===== src/rtl/gtu_pkg.sv =====
// Purpose: Shared constants for the general timer unit.
// Assumes: One system clock; configuration arrives on plain write ports.
// Notes: Mode field codes follow the one-shot and periodic encodings.
package gtu_pkg;

    // Configuration values.
    localparam logic [2:0] GTU_CFG_32_TIMER = 3'h0;
    localparam logic [2:0] GTU_CFG_32_RTC = 3'h1;
    localparam logic [2:0] GTU_CFG_16_SPLIT = 3'h4;
    localparam logic [2:0] GTU_CFG_RESET = 3'h0;

    // Mode field values.
    localparam logic [1:0] GTU_MODE_ONE_SHOT = 2'h1;
    localparam logic [1:0] GTU_MODE_PERIODIC = 2'h2;
    localparam logic [1:0] GTU_MODE_RESET = 2'h0;

    // Reset values of counters, loads and prescalers.
    localparam logic [15:0] GTU_CNT_RESET = 16'hFFFF;
    localparam logic [15:0] GTU_LOAD_RESET = 16'hFFFF;
    localparam logic [7:0] GTU_PRESCALE_RESET = 8'h00;
    localparam logic [31:0] GTU_MATCH_RESET = 32'hFFFFFFFF;

    // Real-time clock values.
    localparam logic [31:0] GTU_RTC_FIRST_LOAD = 32'h00000001;
    localparam logic [31:0] GTU_RTC_ROLL_VALUE = 32'h00000000;

    // Real-time clock input rate and tick rate, in Hz.
    localparam int GTU_RTC_IN_HZ = 32768;
    localparam int GTU_RTC_TICK_HZ = 1;
    localparam int GTU_RTC_DIV = GTU_RTC_IN_HZ / GTU_RTC_TICK_HZ;

endpackage


===== src/rtl/gtu_timer.sv =====
// Purpose: Two 16-bit timers that chain into one 32-bit timer or clock.
// Assumes: Register writes are one-cycle strobes on clk_in; pin is asynchronous.
// Notes: Input capture, edge timing and waveform modes are not provided.
`timescale 1ns/1ns

// Notes on behaviour
// - Config 0 chained timer, 1 chained clock.
// - Config 4 splits into two 16-bit timers.
// - Reset: inactive, counts and loads all ones.
// - Wide load write fills both load halves.
// - Wide count read gives B over A.
// - Chained timer uses only A mode field.
// - Counts down, reloads cycle after zero.
// - One-shot stops and clears enable; periodic continues.
// - Zero sets sticky raw, masked, interrupt.
// - Trigger pulse only when trigger enable set.
// - Load write while running loads counter next.
// - Stall bit holds count until released.
// - Clock mode counts up, first load one.
// - External 32768 Hz pin divided to 1 Hz.
// - Match rolls count to zero, continues.
// - Match sets raw, masked; clear bit clears.
// - Override bit defeats stall in clock mode.
// - Split timers use own mode, prescaler.
// - Split reload restores load and prescale.
// - Split timers run independently together.
// - Prescale p gives p+1 clocks per step.
module gtu_timer
    import gtu_pkg::*;
#(
    parameter int RTC_DIV = GTU_RTC_DIV
) (
    // Clock and reset.
    input wire logic clk_in,
    input wire logic rst_b_in,
    // Configuration write.
    input wire logic cfg_wr_in,
    input wire logic [2:0] cfg_data_in,
    // Mode field writes.
    input wire logic mode_a_wr_in,
    input wire logic [1:0] mode_a_data_in,
    input wire logic mode_b_wr_in,
    input wire logic [1:0] mode_b_data_in,
    // Control write.
    input wire logic ctl_wr_in,
    input wire logic ctl_a_enable_in,
    input wire logic ctl_b_enable_in,
    input wire logic ctl_a_stall_in,
    input wire logic ctl_b_stall_in,
    input wire logic ctl_a_trigger_en_in,
    input wire logic ctl_b_trigger_en_in,
    input wire logic ctl_stall_override_in,
    // Interval load, prescale and match writes.
    input wire logic load_a_wr_in,
    input wire logic [31:0] load_a_data_in,
    input wire logic load_b_wr_in,
    input wire logic [15:0] load_b_data_in,
    input wire logic prescale_a_wr_in,
    input wire logic [7:0] prescale_a_data_in,
    input wire logic prescale_b_wr_in,
    input wire logic [7:0] prescale_b_data_in,
    input wire logic match_wr_in,
    input wire logic [31:0] match_data_in,
    // Interrupt mask levels and clear strobe.
    input wire logic mask_a_timeout_in,
    input wire logic mask_b_timeout_in,
    input wire logic mask_clock_match_in,
    input wire logic clear_wr_in,
    input wire logic clear_a_timeout_in,
    input wire logic clear_b_timeout_in,
    input wire logic clear_clock_match_in,
    // Real-time clock pin.
    input wire logic capture_pin_0_in,
    // Count and load readback.
    output logic [31:0] count_a_out,
    output logic [15:0] count_b_out,
    output logic [31:0] load_a_out,
    // Control and status readback.
    output logic a_enable_out,
    output logic b_enable_out,
    output logic a_timeout_raw_out,
    output logic b_timeout_raw_out,
    output logic clock_match_raw_out,
    output logic a_timeout_masked_out,
    output logic b_timeout_masked_out,
    output logic clock_match_masked_out,
    output logic irq_out,
    // Trigger pulses.
    output logic a_trigger_out,
    output logic b_trigger_out
);

    function automatic logic mode_counts(input logic [1:0] mode);
        mode_counts = (mode == GTU_MODE_ONE_SHOT) || (mode == GTU_MODE_PERIODIC);
    endfunction

    function automatic logic mode_periodic(input logic [1:0] mode);
        mode_periodic = (mode == GTU_MODE_PERIODIC);
    endfunction

    logic [2:0] cfg_q;
    logic [1:0] mode_q [2];
    logic en_q [2];
    logic stall_q [2];
    logic trig_en_q [2];
    logic override_q;
    logic rtc_seen_q;
    logic [15:0] cnt_q [2];
    logic [15:0] cnt_d [2];
    logic [15:0] load_q [2];
    logic [7:0] pre_q [2];
    logic [7:0] ps_q [2];
    logic [7:0] ps_d [2];
    logic [31:0] match_q;
    logic timeout [2];
    logic hw_clear_en [2];
    logic clock_hit;
    logic pin_s1_q;
    logic pin_s2_q;
    logic pin_s3_q;
    logic [31:0] div_q;
    logic rtc_tick;
    logic raw_a_d;
    logic raw_b_d;
    logic raw_m_d;
    logic raw_a_q;
    logic raw_b_q;
    logic raw_m_q;

    wire logic is_32 = (cfg_q == GTU_CFG_32_TIMER);
    wire logic is_rtc = (cfg_q == GTU_CFG_32_RTC);
    wire logic is_16 = (cfg_q == GTU_CFG_16_SPLIT);
    wire logic [31:0] full_cnt = {cnt_q[1], cnt_q[0]};
    wire logic [31:0] full_load = {load_q[1], load_q[0]};
    wire logic rtc_run = is_rtc && en_q[0];

    // Configuration and mode fields.
    always_ff @(posedge clk_in or negedge rst_b_in) begin
        if (!rst_b_in) begin
            cfg_q <= GTU_CFG_RESET;
            mode_q[0] <= GTU_MODE_RESET;
            mode_q[1] <= GTU_MODE_RESET;
            rtc_seen_q <= 1'b0;
        end else begin
            if (cfg_wr_in) begin
                cfg_q <= cfg_data_in;
            end
            if (cfg_wr_in && cfg_data_in == GTU_CFG_32_RTC) begin
                rtc_seen_q <= 1'b1;
            end
            if (mode_a_wr_in) begin
                mode_q[0] <= mode_a_data_in;
            end
            if (mode_b_wr_in) begin
                mode_q[1] <= mode_b_data_in;
            end
        end
    end

    // Control bits; a software write beats the one-shot self clear.
    always_ff @(posedge clk_in or negedge rst_b_in) begin
        if (!rst_b_in) begin
            en_q[0] <= 1'b0;
            en_q[1] <= 1'b0;
            stall_q[0] <= 1'b0;
            stall_q[1] <= 1'b0;
            trig_en_q[0] <= 1'b0;
            trig_en_q[1] <= 1'b0;
            override_q <= 1'b0;
        end else if (ctl_wr_in) begin
            en_q[0] <= ctl_a_enable_in;
            en_q[1] <= ctl_b_enable_in;
            stall_q[0] <= ctl_a_stall_in;
            stall_q[1] <= ctl_b_stall_in;
            trig_en_q[0] <= ctl_a_trigger_en_in;
            trig_en_q[1] <= ctl_b_trigger_en_in;
            override_q <= ctl_stall_override_in;
        end else begin
            for (int i = 0; i < 2; i++) begin
                if (hw_clear_en[i]) begin
                    en_q[i] <= 1'b0;
                end
            end
        end
    end

    // Load, prescale and match registers.
    always_ff @(posedge clk_in or negedge rst_b_in) begin
        if (!rst_b_in) begin
            load_q[0] <= GTU_LOAD_RESET;
            load_q[1] <= GTU_LOAD_RESET;
            pre_q[0] <= GTU_PRESCALE_RESET;
            pre_q[1] <= GTU_PRESCALE_RESET;
            match_q <= GTU_MATCH_RESET;
        end else begin
            if (load_a_wr_in) begin
                load_q[0] <= load_a_data_in[15:0];
            end
            if (load_a_wr_in && !is_16) begin
                load_q[1] <= load_a_data_in[31:16];
            end else if (load_b_wr_in) begin
                load_q[1] <= load_b_data_in;
            end
            if (prescale_a_wr_in) begin
                pre_q[0] <= prescale_a_data_in;
            end
            if (prescale_b_wr_in) begin
                pre_q[1] <= prescale_b_data_in;
            end
            if (match_wr_in) begin
                match_q <= match_data_in;
            end
        end
    end

    // The pin is synchronised before any edge logic sees it.
    always_ff @(posedge clk_in or negedge rst_b_in) begin
        if (!rst_b_in) begin
            pin_s1_q <= 1'b0;
            pin_s2_q <= 1'b0;
            pin_s3_q <= 1'b0;
        end else begin
            pin_s1_q <= capture_pin_0_in;
            pin_s2_q <= pin_s1_q;
            pin_s3_q <= pin_s2_q;
        end
    end

    // Divider restarts whenever the clock is disabled or left, so each enable gives a full second; stall does not restart it.
    always_ff @(posedge clk_in or negedge rst_b_in) begin
        if (!rst_b_in) begin
            div_q <= 32'h00000000;
        end else if (!rtc_run) begin
            div_q <= 32'h00000000;
        end else if (pin_s2_q && !pin_s3_q) begin
            if (rtc_tick) begin
                div_q <= 32'h00000000;
            end else begin
                div_q <= div_q + 32'h00000001;
            end
        end
    end

    assign rtc_tick = rtc_run && pin_s2_q && !pin_s3_q
        && (div_q == 32'(RTC_DIV - 1));

    // Next count for every configuration.
    always_comb begin
        logic [31:0] wide;
        wide = full_cnt;
        cnt_d[0] = cnt_q[0];
        cnt_d[1] = cnt_q[1];
        ps_d[0] = ps_q[0];
        ps_d[1] = ps_q[1];
        timeout[0] = 1'b0;
        timeout[1] = 1'b0;
        hw_clear_en[0] = 1'b0;
        hw_clear_en[1] = 1'b0;
        clock_hit = 1'b0;
        if (is_32) begin
            if (en_q[0] && mode_counts(mode_q[0]) && !stall_q[0]) begin
                if (full_cnt == 32'h00000000) begin
                    wide = full_load;
                    timeout[0] = 1'b1;
                    hw_clear_en[0] = !mode_periodic(mode_q[0]);
                end else begin
                    wide = full_cnt - 32'h00000001;
                end
            end
            if (load_a_wr_in) begin
                wide = load_a_data_in;
            end
            cnt_d[0] = wide[15:0];
            cnt_d[1] = wide[31:16];
        end else if (is_rtc) begin
            if (rtc_tick && (!(stall_q[0] || stall_q[1]) || override_q)) begin
                if (full_cnt == match_q) begin
                    wide = GTU_RTC_ROLL_VALUE;
                    clock_hit = 1'b1;
                end else begin
                    wide = full_cnt + 32'h00000001;
                end
            end
            cnt_d[0] = wide[15:0];
            cnt_d[1] = wide[31:16];
        end else if (is_16) begin
            for (int i = 0; i < 2; i++) begin
                if (en_q[i] && mode_counts(mode_q[i]) && !stall_q[i]) begin
                    if (ps_q[i] != 8'h00) begin
                        ps_d[i] = ps_q[i] - 8'h01;
                    end else if (cnt_q[i] == 16'h0000) begin
                        cnt_d[i] = load_q[i];
                        ps_d[i] = pre_q[i];
                        timeout[i] = 1'b1;
                        hw_clear_en[i] = !mode_periodic(mode_q[i]);
                    end else begin
                        cnt_d[i] = cnt_q[i] - 16'h0001;
                        ps_d[i] = pre_q[i];
                    end
                end
            end
            if (load_a_wr_in) begin
                cnt_d[0] = load_a_data_in[15:0];
            end
            if (load_b_wr_in) begin
                cnt_d[1] = load_b_data_in;
            end
        end
        if (cfg_wr_in && cfg_data_in == GTU_CFG_32_RTC && !rtc_seen_q) begin
            cnt_d[0] = GTU_RTC_FIRST_LOAD[15:0];
            cnt_d[1] = GTU_RTC_FIRST_LOAD[31:16];
        end
    end

    // Counters and prescale counters.
    always_ff @(posedge clk_in or negedge rst_b_in) begin
        if (!rst_b_in) begin
            cnt_q[0] <= GTU_CNT_RESET;
            cnt_q[1] <= GTU_CNT_RESET;
            ps_q[0] <= GTU_PRESCALE_RESET;
            ps_q[1] <= GTU_PRESCALE_RESET;
        end else begin
            cnt_q[0] <= cnt_d[0];
            cnt_q[1] <= cnt_d[1];
            ps_q[0] <= ps_d[0];
            ps_q[1] <= ps_d[1];
        end
    end

    // Sticky flags; a new event wins over a clear in the same cycle.
    always_comb begin
        raw_a_d = timeout[0] || (raw_a_q && !(clear_wr_in && clear_a_timeout_in));
        raw_b_d = timeout[1] || (raw_b_q && !(clear_wr_in && clear_b_timeout_in));
        raw_m_d = clock_hit || (raw_m_q && !(clear_wr_in && clear_clock_match_in));
    end

    always_ff @(posedge clk_in or negedge rst_b_in) begin
        if (!rst_b_in) begin
            raw_a_q <= 1'b0;
            raw_b_q <= 1'b0;
            raw_m_q <= 1'b0;
            a_timeout_masked_out <= 1'b0;
            b_timeout_masked_out <= 1'b0;
            clock_match_masked_out <= 1'b0;
            irq_out <= 1'b0;
        end else begin
            raw_a_q <= raw_a_d;
            raw_b_q <= raw_b_d;
            raw_m_q <= raw_m_d;
            a_timeout_masked_out <= raw_a_d && mask_a_timeout_in;
            b_timeout_masked_out <= raw_b_d && mask_b_timeout_in;
            clock_match_masked_out <= raw_m_d && mask_clock_match_in;
            irq_out <= (raw_a_d && mask_a_timeout_in) || (raw_b_d && mask_b_timeout_in)
                || (raw_m_d && mask_clock_match_in);
        end
    end

    // Trigger pulses last one cycle per time-out.
    always_ff @(posedge clk_in or negedge rst_b_in) begin
        if (!rst_b_in) begin
            a_trigger_out <= 1'b0;
            b_trigger_out <= 1'b0;
        end else begin
            a_trigger_out <= timeout[0] && trig_en_q[0];
            b_trigger_out <= timeout[1] && trig_en_q[1];
        end
    end

    // Readback registers show the values of the previous cycle's state.
    always_ff @(posedge clk_in or negedge rst_b_in) begin
        if (!rst_b_in) begin
            count_a_out <= {16'h0000, GTU_CNT_RESET};
            count_b_out <= GTU_CNT_RESET;
            load_a_out <= {16'h0000, GTU_LOAD_RESET};
            a_enable_out <= 1'b0;
            b_enable_out <= 1'b0;
            a_timeout_raw_out <= 1'b0;
            b_timeout_raw_out <= 1'b0;
            clock_match_raw_out <= 1'b0;
        end else begin
            if (is_16) begin
                count_a_out <= {16'h0000, cnt_q[0]};
                load_a_out <= {16'h0000, load_q[0]};
            end else begin
                count_a_out <= full_cnt;
                load_a_out <= full_load;
            end
            count_b_out <= cnt_q[1];
            a_enable_out <= en_q[0];
            b_enable_out <= en_q[1];
            a_timeout_raw_out <= raw_a_q;
            b_timeout_raw_out <= raw_b_q;
            clock_match_raw_out <= raw_m_q;
        end
    end

endmodule


===== config.mk =====
export PLATFORM = sky130hd
export DESIGN_NAME = gtu_timer
export DESIGN_NICKNAME = d
export VERILOG_FILES = /design/src/rtl/gtu_pkg.sv /design/src/rtl/gtu_timer.sv
export SDC_FILE = /design/constraint.sdc
export NUM_CORES = 1
export LEC_CHECK = 0
export BUFFER_PORTS_ARGS = -buffer_cell sky130_fd_sc_hd__buf_2
export CAP_MARGIN = 20
export CORE_ASPECT_RATIO = 0.6
export CORE_MARGIN = 4
export CORE_UTILIZATION = 40
export CTS_CLUSTER_SIZE = 10
export DETAILED_ROUTE_END_ITERATION = 12
export PLACE_DENSITY = 0.63
export SYNTH_ARGS = -nofsm -noshare
export SYNTH_HDL_FRONTEND = slang
export SYNTH_SLANG_ARGS = --single-unit

===== constraint.sdc =====
create_clock -name clk_in -period 2.8 [get_ports clk_in]
set_clock_uncertainty 0.15 [all_clocks]
set_input_delay 0.28 -clock clk_in [delete_from_list [all_inputs] [get_ports clk_in]]
set_output_delay 0.28 -clock clk_in [all_outputs]
set_load 0.02 [all_outputs]

==> impl_metrics.env <==
export IMPL_synth_edf_count=0
export IMPL_yosysSeqAreaShare_pct=48.2
export IMPL_row_count=53
export IMPL_ys_ff_latch=272
export IMPL_p_int_mw=10.1
export IMPL_root_buffer="clkbuf_16"
export IMPL_final_area_um2=20000
export IMPL_max_stage_delay_ps=510
export IMPL_grt_usage_pct=26.3
export IMPL_vias=13900
export IMPL_synth_top_area_share_pct=26.1
export IMPL_final_nets=2129
export IMPL_via_per_inst=5.61
export IMPL_worstSetupStartpoint="cnt_q[24]"
export IMPL_p_total_mw=16.3
export IMPL_rrSetupSlack_ps=70
export IMPL_ys_types=77
export IMPL_p_switching_mw=6.21
export IMPL_antenna_found_initial=5
export IMPL_io_pins=220
export IMPL_grt_pass1_vias=13600
export IMPL_cp_end_kind="flip-flop"
export IMPL_critical_path_class="flip-flop to flip-flop"
export IMPL_ant_nets=0
export IMPL_relSlewSlack_pct=50.0
export IMPL_yosysMostFrequentCell="dfstp_2"
export IMPL_hold_ws_ps=30.1
export IMPL_final_util_pct=56.4
export IMPL_syn_nets=1639
export IMPL_place_area_um2=17200
export IMPL_worstReg2RegStart="cnt_q[24]"
export IMPL_synth_flop_cell="dfstp_2"
export IMPL_avgSynthCellArea_um2=9.68
export IMPL_path_cells="or4_4 -> or3_4 -> o31a_1 -> o22ai_2 -> o21ai_1 -> a221o_1 -> a32o_1"
export IMPL_swShare_pct=38.1
export IMPL_routed_wl_um=53000
export IMPL_max_cap_viol_count=0
export IMPL_path_buf_inv=0
export IMPL_final_hold_viol_count=0
export IMPL_wl_per_cell_um=21.4
export IMPL_drv_slew=0
export IMPL_crit_required_ps=3160
export IMPL_grt_overflow_total=0
export IMPL_io_buffers=219
export IMPL_numCtsBuffers=31
export IMPL_cpLargestDelayFamily="compound AO/OA/AOI/OAI gates"
export IMPL_synth_area_um2=14500
export IMPL_dieArea_um2=39500
export IMPL_synthCells=1497
export IMPL_ys_warn_count=0
export IMPL_cts_htree_levels=1
export IMPL_muxShareOfSynthArea_pct=6.04
export IMPL_synthArstFlopShare_pct=100
export IMPL_layout_cells_non_filler=2477
export IMPL_clock_latency_ps=580
export IMPL_clock_path_buffers=3
export IMPL_cts_sinks=272
export IMPL_synth_compound_area_share_pct=16.6
export IMPL_synth_commonest_cells="144 x dfstp_2, 138 x o21ai_0, 129 x nand2_1"
export IMPL_dp_final_hpwl_um=37200
export IMPL_synth_simple_gate_area_share_pct=18.4
export IMPL_r2r_cells=7
export IMPL_grt_pass1_wl_um=80700
export IMPL_synth_top_family_by_area="simple AND/OR/NAND/NOR gates"
export IMPL_p_per_area_nw_per_um2=817
export IMPL_yosys_area_top_type="dfstp_2"
export IMPL_finalSetupTns_ps=0
export IMPL_drive_gt1_share_pct=35.0
export IMPL_synthTopCellsByArea="dfstp_2 26%, dfrtp_1 22%, o21ai_0 4.8%"
export IMPL_min_period_over_period_pct=97.5
export IMPL_die_x_um=254
export IMPL_leakage_nw=8.62
export IMPL_routabilityCongestion=0.972
export IMPL_first_iter_violations=1379
export IMPL_synth_xor_area_share_pct=5.50
export IMPL_min_period_ps=2730
export IMPL_worst_path_max_delay_cell="dfstp_4"
export IMPL_critPathCapture="cnt_q[29]"
export IMPL_status="complete, no violations"
export IMPL_drc=0
export IMPL_dr_pass1_iters=5
export IMPL_worst_r2r_endpoint="cnt_q[29]"
export IMPL_hp_class="input pin to flip-flop"
export IMPL_worst_path_stages=7
export IMPL_arrival_ps=3080
export IMPL_grt_max_degree=96
export IMPL_ir_drop_v=0.000560
export IMPL_dp_worst_setup_slack_ps=-121
export IMPL_p_comb_share_pct=40.1
export IMPL_timing_fmax_mhz=366
export IMPL_clkTransAtPathRegs_ps=70
export IMPL_worst_slew_pin_slew_ps=750
export IMPL_setup_viol=0
export IMPL_tritoncts="built"
export IMPL_seqPwrFrac_pct=37.1
export IMPL_synthAdderAreaFrac_pct=1.12
export IMPL_core_um2=35400
export IMPL_syn2layout_area_growth_pct=37.8
export IMPL_finalWorstSetupSlack_ps=70.3
export IMPL_dp_cells=2249
export IMPL_die_h_um=155
export IMPL_p_clk_share_pct=22.8
export IMPL_cp_start_kind="flip-flop"
export IMPL_path_max_fanout=4
export IMPL_initial_utilization_pct=40.9
how the worst min path moves through the flow:
stage	cells after the start	slack [ps]	end	start
after floorplan	0	-170	a_enable_out	rst_b_in
after global placement	0	190	pin_s2_q	pin_s1_q
after detailed placement	1	190	div_q[24]	rst_b_in
after CTS	5	6	cnt_q[7]	load_b_data_in[7]
after global routing	4	20	cnt_q[8]	load_b_data_in[8]
final	4	30	cnt_q[8]	load_b_data_in[8]
worst min-delay path, delay by kind of cell:
family          cells  cell delay [ps]
buf+inv             1              110
compound gates      3              330
cells in the final DEF (no fill, tap or decap), drive strengths merged, types with 54 or more instances in the layout:
cell type,n
nand3,54
dlygate4sd3,155
dfstp,144
xnor2,59
mux2,60
dfrtp,128
a21oi,59
nand2,129
o21ai,142
nor2,114
buf,411
cell families after synthesis:
| kind of cell | after synthesis |
|---|---|
| flops | 272 |
| mux | 80 |
| fa+ha+maj | 13 |
| compound gates | 377 |
| buf+inv | 145 |
| xor+xnor | 91 |
| simple gates | 519 |
area by class of cell:
class	instances	area, µm²
Antenna cell	4	10.0
Clock buffer	51	871
Clock inverter	1	8.76
Fill cell	3115	15400
Inverter	36	135
Multi-Input combinational cell	1080	7100
Sequential cell	272	6990
Tap cell	467	584
Timing Repair Buffer	566	4280
per-layer routing:
metal  up-vias  global-route usage [%]  share of wire (%)
met3        91                    7.25                9.7
met2       656                    37.7                 42
li1       6362                       -                  -
met5         -                       0              0.042
met1      6773                    39.6                 46
met4         4                    5.45                2.2
state kept, by name, indices dropped and copies added (netlist names), 2 cells and up:
signal       flops
full_load       32
mode_q           4
div_q           32
cnt_q           32
cfg_q            3
pre_q           16
count_b_out     16
match_q         32
ps_q            16
stall_q          2
en_q             2
load_a_out      32
count_a_out     32
trig_en_q        2
repair_timing:
action,CTS,global route
pin swaps,2,9
hold buffers,155,0
endpoints found under the hold margin,187,0
gates resized for setup,8,33
endpoints found under the setup margin,15,30
buffers inserted,4,13
power by group through the flow:
stage	Sequential [mW]	Combinational [mW]	Clock, mW
3_5_place_dp	6.07	5.84	0
3_3_place_gp	6.04	5.83	0
4_1_cts	6.01	6.15	3.81
6_report	6.04	6.54	3.73
5_1_grt	6.14	7.01	3.97
2_1_floorplan	6.10	3.29	0
(Power assumes the default switching activity.)
